==> config.mk <==
export PLATFORM = sky130hd
export DESIGN_NAME = ebt_timer
export DESIGN_NICKNAME = d
export VERILOG_FILES = /design/src/inc/ebt_pkg.sv /design/src/ebt_timer.sv
export SDC_FILE = /design/constraint.sdc
export NUM_CORES = 1
export LEC_CHECK = 0
export ABC_AREA = 1
export BUFFER_PORTS_ARGS = -buffer_cell sky130_fd_sc_hd__buf_2
export CAP_MARGIN = 20
export CORE_MARGIN = 5
export CORE_UTILIZATION = 55
export CTS_BUF_LIST = sky130_fd_sc_hd__clkbuf_8
export DETAILED_ROUTE_END_ITERATION = 12
export GPL_ROUTABILITY_DRIVEN = 0
export PLACE_DENSITY = 0.84
export SETUP_SLACK_MARGIN = 0.3
export SYNTH_ARGS = -nofsm -noshare
export SYNTH_HDL_FRONTEND = slang
export SYNTH_SLANG_ARGS = --single-unit
==> constraint.sdc <==
create_clock -name clk -period 2.5 [get_ports clk]
set_input_delay 0.375 -clock clk [delete_from_list [all_inputs] [get_ports clk]]
set_output_delay 0.375 -clock clk [all_outputs]
set_load 0.01 [all_outputs]
==> src/inc/ebt_pkg.sv <==
// package for the dual 8-bit timer with pwm
// assumes one 125 MHz clock, synchronous active-high reset, 8-bit bus
package ebt_pkg;

    // ========================================================================
    // bus and register map
    localparam int AW = 4;
    localparam int DW = 8;
    localparam int NTMR = 2;
    localparam int NSRC = 7;
    localparam int NPIN = 3;
    localparam logic [1:0] REG_CTL = 2'h0;
    localparam logic [1:0] REG_SCL = 2'h1;
    localparam logic [1:0] REG_CNT = 2'h2;
    localparam logic [1:0] REG_BND = 2'h3;
    localparam logic [3:0] OFS_TMR0 = 4'h0;
    localparam logic [3:0] OFS_TMR1 = 4'h4;
    localparam logic [3:0] OFS_IRQ_STAT = 4'h8;
    localparam logic [3:0] OFS_IRQ_MASK = 4'h9;

    // ========================================================================
    // field positions
    localparam int CTL_SRC_MSB = 7;
    localparam int CTL_SRC_LSB = 4;
    localparam int CTL_OSEL_MSB = 3;
    localparam int CTL_OSEL_LSB = 2;
    localparam int CTL_MODE_BIT = 1;
    localparam int SCL_RES_BIT = 7;
    localparam int SCL_PRE_MSB = 6;
    localparam int SCL_PRE_LSB = 5;
    localparam int SCL_DIV_MSB = 4;
    localparam logic [7:0] CTL_RW_MASK = 8'hfe;

    // ========================================================================
    // clock source codes; codes from SRC_FIRST_EXT map to src_in index
    localparam logic [3:0] SRC_STOP = 4'h0;
    localparam logic [3:0] SRC_SYS = 4'h1;
    localparam logic [3:0] SRC_FIRST_EXT = 4'h2;
    localparam logic [3:0] SRC_LAST_EXT = 4'h8;

    // ========================================================================
    // counts
    localparam logic [5:0] PRE_LIM [4] = '{6'h00, 6'h03, 6'h0f, 6'h3f};
    localparam logic [7:0] PWM8_TOP = 8'hff;
    localparam logic [7:0] PWM6_TOP = 8'h3f;

    // ========================================================================
    // carriers and state
    typedef struct packed {
        logic [AW-1:0] addr;
        logic [DW-1:0] wdata;
        logic wr;
        logic rd;
    } ebt_bus_req_type;

    typedef struct packed {
        logic [7:0] ctl;
        logic [7:0] scl;
        logic [7:0] bnd;
        logic act_mode;
        logic act_res;
        logic [1:0] act_osel;
        logic [7:0] act_bnd;
        logic [7:0] cnt;
        logic ld_pend;
        logic [7:0] ld_val;
        logic [5:0] pre;
        logic [4:0] sc;
        logic wout;
    } ebt_tmr_type;

    typedef struct packed {
        logic [NSRC-1:0] s1;
        logic [NSRC-1:0] s2;
        logic [NSRC-1:0] s3;
        logic [NSRC-1:0] filt;
        ebt_tmr_type [NTMR-1:0] tm;
        logic [NTMR-1:0] stat;
        logic [NTMR-1:0] mask;
        logic [DW-1:0] rdata;
    } ebt_state_type;

    localparam ebt_state_type ST_RST = '0;

endpackage

==> src/ebt_timer.sv <==
// two identical 8-bit up-counting timers with period and pwm modes
// assumes a same-clock bus master and asynchronous clock source inputs
// Operation
// RULE1: four-bit control field picks the timer clock source.
// RULE2: two-bit control field routes the timer output to one of three pins.
// RULE3: a selected output pin is driven regardless of its direction bit.
// RULE4: prescaler divides the selected clock by 1, 4, 16 or 64.
// RULE5: scaler divides further by field value plus one, giving the tick.
// RULE6: counter counts up only; software writes and reads it back.
// RULE7: counter clears to zero when it reaches the bound.
// RULE8: bound is an unsigned count used for period and duty.
// RULE9: two modes exist, period mode and pwm mode.
// RULE10: pwm mode offers 6-bit or 8-bit resolution.
// RULE11: period mode gives a 50 percent square wave.
// RULE12: mode bit 1 with resolution bit 0 gives 256-tick pwm.
// RULE13: a second identical timer drives its own three pins.
// RULE14: 8-bit pwm is high bound+1 of 256 ticks; 255 stays high.
// RULE15: mode and resolution bits both 1 give 64-tick pwm.
// RULE16: period mode toggles output and raises the event at each wrap.
// RULE17: register writes take effect on the next tick without glitches; the source, prescale and divider fields act at once.
`timescale 1ns/10ps

module ebt_timer
    import ebt_pkg::*;
(
    input wire logic clk,
    input wire logic sys_rst,
    input wire ebt_bus_req_type bus_req,
    output logic [DW-1:0] bus_rdata,
    input wire logic [NSRC-1:0] src_in,
    output logic [NTMR*NPIN-1:0] tmr_pin_o,
    output logic [NTMR*NPIN-1:0] tmr_pin_oe,
    output logic irq
);

    // ========================================================================
    // state
    ebt_state_type st_ff;
    ebt_state_type nxt_st;
    logic [NSRC-1:0] src_edge;
    logic [NTMR-1:0] src_tick;
    logic [NTMR-1:0] pre_tick;
    logic [NTMR-1:0] scaled_tick;
    logic [NTMR-1:0] ev;

    // ========================================================================
    // next state
    always_comb
    begin
        ebt_tmr_type t;
        logic [3:0] code;
        logic [2:0] idx;
        logic [5:0] lim;
        logic [7:0] top;
        logic [7:0] ncnt;
        logic [NTMR-1:0] clr;
        t = '0;
        code = '0;
        idx = '0;
        lim = '0;
        top = '0;
        ncnt = '0;
        clr = '0;
        nxt_st = st_ff;
        nxt_st.rdata = '0;
        src_tick = '0;
        pre_tick = '0;
        scaled_tick = '0;
        ev = '0;

        // three-stage sampling; a rising change counts once stages two and three agree
        nxt_st.s1 = src_in;
        nxt_st.s2 = st_ff.s1;
        nxt_st.s3 = st_ff.s2;
        for (int k = 0; k < NSRC; k++)
        begin
            if (st_ff.s2[k] == st_ff.s3[k])
            begin
                nxt_st.filt[k] = st_ff.s2[k];
            end
        end
        src_edge = st_ff.s2 & st_ff.s3 & ~st_ff.filt;

        for (int i = 0; i < NTMR; i++)
        begin
            t = st_ff.tm[i];
            // source and prescale act at once: a stopped source must not
            // block its own replacement
            code = t.ctl[CTL_SRC_MSB:CTL_SRC_LSB];
            idx = 3'(code - SRC_FIRST_EXT);
            if (code == SRC_SYS) //RULE1
            begin
                src_tick[i] = 1'b1;
            end
            else if (code >= SRC_FIRST_EXT && code <= SRC_LAST_EXT)
            begin
                src_tick[i] = src_edge[idx]; //RULE1
            end

            // >= so that lowering a ratio never waits for a full wrap
            lim = PRE_LIM[t.scl[SCL_PRE_MSB:SCL_PRE_LSB]];
            pre_tick[i] = src_tick[i] && (t.pre >= lim); //RULE4
            if (src_tick[i])
            begin
                nxt_st.tm[i].pre = pre_tick[i] ? 6'h00 : 6'(t.pre + 6'h01);
            end
            scaled_tick[i] = pre_tick[i] &&
                (t.sc >= t.scl[SCL_DIV_MSB:0]); //RULE5
            if (pre_tick[i])
            begin
                nxt_st.tm[i].sc = scaled_tick[i] ? 5'h00 :
                    5'(t.sc + 5'h01);
            end

            if (scaled_tick[i])
            begin
                // shadowed settings move over only on the tick
                nxt_st.tm[i].act_mode = t.ctl[CTL_MODE_BIT]; //RULE17
                nxt_st.tm[i].act_res = t.scl[SCL_RES_BIT]; //RULE10
                nxt_st.tm[i].act_osel = t.ctl[CTL_OSEL_MSB:CTL_OSEL_LSB];
                nxt_st.tm[i].act_bnd = t.bnd; //RULE8
                top = t.scl[SCL_RES_BIT] ? PWM6_TOP : PWM8_TOP; //RULE12 RULE15
                ncnt = t.cnt;
                if (t.ld_pend)
                begin
                    ncnt = t.ld_val; //RULE6
                    nxt_st.tm[i].ld_pend = 1'b0;
                end
                else if (!t.ctl[CTL_MODE_BIT]) //RULE9
                begin
                    if (t.cnt >= t.bnd) //RULE7
                    begin
                        ncnt = 8'h00;
                        nxt_st.tm[i].wout = ~t.wout; //RULE11 RULE16
                        ev[i] = 1'b1; //RULE16
                    end
                    else
                    begin
                        ncnt = 8'(t.cnt + 8'h01); //RULE6
                    end
                end
                else
                begin
                    if (t.cnt >= top)
                    begin
                        ncnt = 8'h00;
                        ev[i] = 1'b1;
                    end
                    else
                    begin
                        ncnt = 8'(t.cnt + 8'h01);
                    end
                end
                if (t.ctl[CTL_MODE_BIT])
                begin
                    // high for bound+1 ticks; a bound at top stays high
                    nxt_st.tm[i].wout = (ncnt <= t.bnd); //RULE14 RULE15
                end
                nxt_st.tm[i].cnt = ncnt;
            end

            // register writes land after tick handling, so a count write
            // in a tick cycle still waits for the next tick
            if (bus_req.wr && !bus_req.addr[3] && (bus_req.addr[2] == i[0]))
            begin
                unique case (bus_req.addr[1:0])
                    REG_CTL: nxt_st.tm[i].ctl = bus_req.wdata & CTL_RW_MASK;
                    REG_SCL: nxt_st.tm[i].scl = bus_req.wdata;
                    REG_CNT:
                    begin
                        nxt_st.tm[i].ld_pend = 1'b1; //RULE17
                        nxt_st.tm[i].ld_val = bus_req.wdata;
                    end
                    REG_BND: nxt_st.tm[i].bnd = bus_req.wdata;
                endcase
            end
        end

        // sticky events, write one to clear, a new event wins
        if (bus_req.wr && bus_req.addr == OFS_IRQ_STAT)
        begin
            clr = bus_req.wdata[NTMR-1:0];
        end
        nxt_st.stat = (st_ff.stat & ~clr) | ev;
        if (bus_req.wr && bus_req.addr == OFS_IRQ_MASK)
        begin
            nxt_st.mask = bus_req.wdata[NTMR-1:0];
        end

        if (bus_req.rd)
        begin
            if (!bus_req.addr[3])
            begin
                t = st_ff.tm[bus_req.addr[2]];
                unique case (bus_req.addr[1:0])
                    REG_CTL: nxt_st.rdata = t.ctl;
                    REG_SCL: nxt_st.rdata = t.scl;
                    REG_CNT: nxt_st.rdata = t.cnt; //RULE6
                    REG_BND: nxt_st.rdata = t.bnd;
                endcase
            end
            else if (bus_req.addr == OFS_IRQ_STAT)
            begin
                nxt_st.rdata = {{(DW-NTMR){1'b0}}, st_ff.stat};
            end
            else if (bus_req.addr == OFS_IRQ_MASK)
            begin
                nxt_st.rdata = {{(DW-NTMR){1'b0}}, st_ff.mask};
            end
        end
    end

    // ========================================================================
    // registers
    always_ff @(posedge clk)
    begin
        if (sys_rst)
        begin
            st_ff <= ST_RST;
        end
        else
        begin
            st_ff <= nxt_st;
        end
    end

    // ========================================================================
    // outputs
    assign bus_rdata = st_ff.rdata;
    assign irq = |(st_ff.stat & st_ff.mask);

    // pins of timer g are g*3+0..2; select code 0 leaves all three released
    for (genvar g = 0; g < NTMR; g++)
    begin : g_pin
        for (genvar p = 0; p < NPIN; p++)
        begin : g_bit
            // forced drive ignores the port direction setting
            assign tmr_pin_oe[g*NPIN+p] =
                (st_ff.tm[g].act_osel == 2'(p + 1)); //RULE2 RULE3 RULE13
            assign tmr_pin_o[g*NPIN+p] =
                tmr_pin_oe[g*NPIN+p] & st_ff.tm[g].wout; //RULE2 RULE13
        end
    end

    // ========================================================================
    // checks
    for (genvar g = 0; g < NTMR; g++)
    begin : g_chk
        AST_SRC_STOP: assert property ( //RULE1
            @(posedge clk) disable iff (sys_rst)
            (st_ff.tm[g].ctl[CTL_SRC_MSB:CTL_SRC_LSB] == SRC_STOP)
            |=> $stable(st_ff.tm[g].pre))
            else $error("prescaler moved with source stopped");

        AST_PIN_DRIVE: assert property ( //RULE3
            @(posedge clk) disable iff (sys_rst)
            (scaled_tick[g] && st_ff.tm[g].ctl[CTL_OSEL_MSB:CTL_OSEL_LSB]
                != 2'h0)
            |=> (|tmr_pin_oe[g*NPIN +: NPIN]))
            else $error("selected pin not driven");

        AST_PRE_STEP: assert property ( //RULE4
            @(posedge clk) disable iff (sys_rst)
            (src_tick[g] && !pre_tick[g])
            |=> (st_ff.tm[g].pre == 6'($past(st_ff.tm[g].pre) + 6'h01)))
            else $error("prescaler did not step");

        AST_SCALE_BOUND: assert property ( //RULE5
            @(posedge clk) disable iff (sys_rst)
            (scaled_tick[g] && $stable(st_ff.tm[g].scl))
            |=> (st_ff.tm[g].sc == 5'h00))
            else $error("scaler not cleared at tick");

        AST_COUNT_UP: assert property ( //RULE6
            @(posedge clk) disable iff (sys_rst)
            (scaled_tick[g] && !st_ff.tm[g].ld_pend && !ev[g])
            |=> (st_ff.tm[g].cnt == 8'($past(st_ff.tm[g].cnt) + 8'h01)))
            else $error("counter did not count up");

        AST_PERIOD_WRAP: assert property ( //RULE7
            @(posedge clk) disable iff (sys_rst)
            (scaled_tick[g] && !st_ff.tm[g].ld_pend &&
                !st_ff.tm[g].ctl[CTL_MODE_BIT] &&
                st_ff.tm[g].cnt == st_ff.tm[g].bnd)
            |=> (st_ff.tm[g].cnt == 8'h00) && st_ff.stat[g] &&
                (st_ff.tm[g].wout != $past(st_ff.tm[g].wout)))
            else $error("period wrap wrong");

        AST_PERIOD_HOLD: assert property ( //RULE11
            @(posedge clk) disable iff (sys_rst)
            (!ev[g] && !st_ff.tm[g].ctl[CTL_MODE_BIT])
            |=> $stable(st_ff.tm[g].wout))
            else $error("output changed without a wrap");

        AST_PWM_DUTY: assert property ( //RULE14
            @(posedge clk) disable iff (sys_rst)
            (scaled_tick[g] && st_ff.tm[g].ctl[CTL_MODE_BIT])
            |=> (st_ff.tm[g].wout ==
                (st_ff.tm[g].cnt <= st_ff.tm[g].act_bnd)))
            else $error("pwm output disagrees with duty");

        AST_PWM6_TOP: assert property ( //RULE15
            @(posedge clk) disable iff (sys_rst)
            (scaled_tick[g] && st_ff.tm[g].ctl[CTL_MODE_BIT] &&
                st_ff.tm[g].scl[SCL_RES_BIT] && !st_ff.tm[g].ld_pend &&
                st_ff.tm[g].cnt == PWM6_TOP)
            |=> (st_ff.tm[g].cnt == 8'h00))
            else $error("6-bit pwm did not wrap at 63");

        AST_SHADOW: assert property ( //RULE17
            @(posedge clk) disable iff (sys_rst)
            (!scaled_tick[g]) |=> $stable(st_ff.tm[g].act_bnd) &&
                $stable(st_ff.tm[g].act_mode) &&
                $stable(st_ff.tm[g].act_osel))
            else $error("setting applied between ticks");

        AST_PIN_ONEHOT: assert property ( //RULE2
            @(posedge clk) disable iff (sys_rst)
            $onehot0(tmr_pin_oe[g*NPIN +: NPIN]))
            else $error("more than one output pin driven");

        AST_PRE_WRAP: assert property ( //RULE4
            @(posedge clk) disable iff (sys_rst)
            pre_tick[g] |=> (st_ff.tm[g].pre == 6'h00))
            else $error("prescaler not cleared at its limit");

        // a count write in the tick cycle re-arms the load, so leave it out
        AST_COUNT_LOAD: assert property ( //RULE6
            @(posedge clk) disable iff (sys_rst)
            (scaled_tick[g] && st_ff.tm[g].ld_pend &&
                !(bus_req.wr && bus_req.addr == {2'(g), REG_CNT}))
            |=> (st_ff.tm[g].cnt == $past(st_ff.tm[g].ld_val)) &&
                !st_ff.tm[g].ld_pend)
            else $error("count write not loaded at the tick");

        AST_PWM8_TOP: assert property ( //RULE12
            @(posedge clk) disable iff (sys_rst)
            (scaled_tick[g] && st_ff.tm[g].ctl[CTL_MODE_BIT] &&
                !st_ff.tm[g].scl[SCL_RES_BIT] && !st_ff.tm[g].ld_pend &&
                st_ff.tm[g].cnt == PWM8_TOP)
            |=> (st_ff.tm[g].cnt == 8'h00))
            else $error("8-bit pwm did not wrap at 255");

        AST_EVENT_SET: assert property ( //RULE16
            @(posedge clk) disable iff (sys_rst)
            ev[g] |=> st_ff.stat[g])
            else $error("event lost against a clear");

        AST_PWM_FULL: assert property ( //RULE14
            @(posedge clk) disable iff (sys_rst)
            (scaled_tick[g] && st_ff.tm[g].ctl[CTL_MODE_BIT] &&
                st_ff.tm[g].bnd == PWM8_TOP)
            |=> st_ff.tm[g].wout)
            else $error("bound 255 did not hold the output high");

        AST_SHADOW_LOAD: assert property ( //RULE17
            @(posedge clk) disable iff (sys_rst)
            scaled_tick[g] |=>
                (st_ff.tm[g].act_bnd == $past(st_ff.tm[g].bnd)) &&
                (st_ff.tm[g].act_mode ==
                    $past(st_ff.tm[g].ctl[CTL_MODE_BIT])))
            else $error("settings not taken over at the tick");

        AST_STOP_TICK: assert property ( //RULE1
            @(posedge clk) disable iff (sys_rst)
            (st_ff.tm[g].ctl[CTL_SRC_MSB:CTL_SRC_LSB] == SRC_STOP ||
                st_ff.tm[g].ctl[CTL_SRC_MSB:CTL_SRC_LSB] > SRC_LAST_EXT)
            |-> !src_tick[g])
            else $error("stopped source produced a tick");
    end

    AST_IRQ_LEVEL: assert property (
        @(posedge clk) disable iff (sys_rst)
        (|(ev & st_ff.mask)) && !bus_req.wr |=> irq)
        else $error("event did not raise interrupt");

    AST_READ_SLOT: assert property (
        @(posedge clk) disable iff (sys_rst)
        (!bus_req.rd) |=> (bus_rdata == 8'h00))
        else $error("read data outside its slot");

    AST_STAT_CLEAR: assert property (
        @(posedge clk) disable iff (sys_rst)
        (bus_req.wr && bus_req.addr == OFS_IRQ_STAT && !(|ev))
        |=> ((st_ff.stat & $past(bus_req.wdata[NTMR-1:0])) == '0))
        else $error("status bit survived a write of one");

endmodule

==> impl_metrics.csv <==
group,metric,value,unit
global_route,grt_pass1_vias,7202,
global_route,grt_util_all_layers,25.0,%
floorplan,die_w,132,µm
yosys,netlist_top_cells_area,"dfxtp_1 (36%), ha_1 (11%), nand2_1 (8.9%)",
clock_network,clockBufferDepth,2,
detailed_routing,avgViaCountPerCell,5.70,
clock_network,cts_tree,"built",
worst_hold_path,hp-class,"in -> reg",
detailed_routing,totalWireLength,22.8,mm
placement,dp_hpwl,15.6,mm
run,max_cap_violations,0,
timing,finalMaxSlewViolations,0,
power,powerDensity,527,mW/mm²
global_route,grt_pass1_wl,35.7,mm
timing,fin_skew,0.00929,ns
timing,worst_slack,-0.244,ns
clock_network,cts_num_sinks,148,
timing,whs,0.113,ns
critical_path,crit_path_start_kind,"flop",
floorplan,die_area,0.0173,mm²
power,peakVddDrop,0.474,mV
yosys,synth_top_area_share,36.5,%
yosys,synth_nets,1224,
yosys,ys_seq_area_share,36.5,%
critical_path,rr_worst_depth,20,
yosys,ys_types,52,
floorplan,core,0.0145,mm²
final_layout,final_util,65.2,%
clock_network,cts_root_buf,"clkbuf_8",
power,power_leakage,4.26,nW
critical_path,worstSetupEndpointType,"flop",
floorplan,die_h,132,µm
critical_path,slowest_stage,"dfxtp_4",
final_layout,drive_above_1_share,18.3,%
timing,fmax,364,MHz
critical_path,critPathRequiredTime,2.91,ns
global_route,antenna_found_initial,1,
detailed_routing,antenna_left,0,
yosys,synth.most_common_cell,"nand2_1",
timing,relSlewSlack,62.4,%
detailed_routing,drc,0,
placement,io_buffers,43,
critical_path,crit_top_cell,"nand2_2",
worst_hold_path,whs_path_depth,3,
final_layout,area_delta_synth_final,16.7,%
timing,timing.final.crit_share,110,%
yosys,ys_ff_latch,148,
yosys,synth_flop_cell,"dfxtp_1",
yosys,syn_avg_cell_area,7.20,µm²
timing,rsz0062_at_grt,"true",
outcome,status,"complete, but fails checks",
floorplan,pin_count,44,
critical_path,critPathKind,"reg -> reg",
clock_network,htreeDepth,4,
final_layout,antennaDiodeCount,0,
global_route,grt_max_degree,51,
yosys,async_reset_ff_share,0,%
timing,tightest_slew,0.563,ns
clock_network,numCtsBuffers,17,
clock_network,clk-insertion-delay-late,0.46,ns
yosys,synth_edf_count,0,
detailed_routing,wire_per_inst,16.4,µm
final_layout,nets,1292,
yosys,post-synth-top-area-cell,"dfxtp_1",
yosys,syn_inst,1128,
timing,setup_viol,2,
detailed_routing,first_iter_violations,1007,
floorplan,fp-row-count,44,
floorplan,initial_utilization,55.9,%
critical_path,crit_arrival,3.15,ns
yosys,synth_common_cells,"nand2_1 (193), inv_1 (150), dfxtp_1 (148), nor2_1 (135), o21ai_0 (102)",
detailed_routing,vias,7938,
final_layout,fin_cells,1393,
detailed_routing,first_pass_iters,6,
global_route,globalRouteOverflowTotal,0,
clock_network,clkTransAtPathRegs,0.08,ns
placement,dp.cells,1350,
critical_path,path_max_fanout,6,
critical_path,max_stage_delay,0.40,ns
timing,hold_violations,0,
yosys,syn-cell-area,0.00813,mm²
yosys,yosys_warnings,0,
timing,fin_crit,2.74,ns
critical_path,path_cells,"ha_4, nand2_2, inv_2, nand3_4, nor2_4, nand2_2, nand2_2, nand2_2, nand2_4, nand2_8, a21boi_2, inv_1, ha_4, a21oi_2, nor2_1, a211oi_1, o21ai_1, a22oi_1, nor2_1, nor2_1",
outcome,violations,"negative setup slack",
==> metal layers <==
metal	vias to the layer above	wire length (µm)	track usage, %	part of all wire (%)
met5	-	7	0	0.031
met4	2	915	10.1	4.0
met3	86	2170	5.73	9.5
met2	422	10400	40.3	46
met1	3583	9280	32.5	41
li1	3845	-	-	-
==> critical path: cells and delay by family (launching register included) <==
kind,cells,cell delay [ns]
AOI/OAI and AO/OA,5,0.83
adders and majority gates,2,0.39
buffers and inverters,2,0.19
DFF,1,0.40
and+or+nand+nor,11,0.89
==> worst paths after layout <==
kind | from | slack (ns) | to
worst max-delay path | st_ff[33] | -0.24 | st_ff[12]
worst min-delay path | src_in[3] | 0.11 | nxt_st[159]
worst max register to register | st_ff[33] | -0.24 | st_ff[12]
worst min register to register | nxt_st[160] | 0.40 | nxt_st[153]
==> final cells by class <==
class | count | area (µm²)
Clock inverter | 14 | 186
Timing Repair Buffer | 86 | 538
Inverter | 162 | 611
Fill cell | 1210 | 5050
Clock buffer | 18 | 248
Tap cell | 184 | 230
Multi-Input combinational cell | 781 | 4680
Sequential cell | 148 | 2980
==> state kept, by name, indices dropped and copies added (netlist names) <==
name,count
bus_rdata,8
nxt_st,14
st_ff,126
==> stage by stage <==
stage | worst slack [ns] | cell area, µm² | setup TNS [ns] | power [mW]
4_1_cts | 0.0427 | 9300 | 0 | 4.98
3_3_place_gp | -0.00337 | 8700 | -0.00337 | 2.91
6_report | -0.244 | 9480 | -0.301 | 4.99
5_1_grt | -0.402 | 9480 | -0.635 | 5.19
3_5_place_dp | -0.0664 | 8700 | -0.0866 | 2.93
2_1_floorplan | 0.179 | 8210 | 0 | 2.79
==> timing repair <==
action                     in CTS  in global routing
buffers inserted                8                  2
resized for setup              28                 34
gates cloned                    1                  0
hold buffers                    0                  0
pin swaps                       9                 20
setup endpoints to repair       2                 17
hold endpoints to repair        0                  0
==> kinds of logic after synthesis <==
| family | count (synthesis) | synth area share [%] |
|---|---|---|
| xor gates and xnor gates | 13 | 1.40 |
| buffers and inverters | 200 | 9.96 |
| AOI/OAI and AO/OA | 256 | 17.1 |
| and+or+nand+nor | 438 | 23.8 |
| adders and majority gates | 73 | 11.2 |
| DFF | 148 | 36.5 |
==> where the power goes <==
group | internal (mW) | leakage [nW] | switching [mW]
Clock | 1.11 | 0.218 | 0.944
Sequential | 2.41 | 1.21 | 0.0319
Combinational | 0.163 | 2.84 | 0.341
==> cell usage in the layout, fill, tap and decap left out, types with 42 or more instances in the layout <==
cell type  instances
inv_1            146
nand3_1           42
ha_1              63
dfxtp_1          137
buf_2             43
o21ai_0           94
a21oi_1           89
nand2_1          184
nor2_1           132
buf_4             43
(Power assumes the default switching activity.)
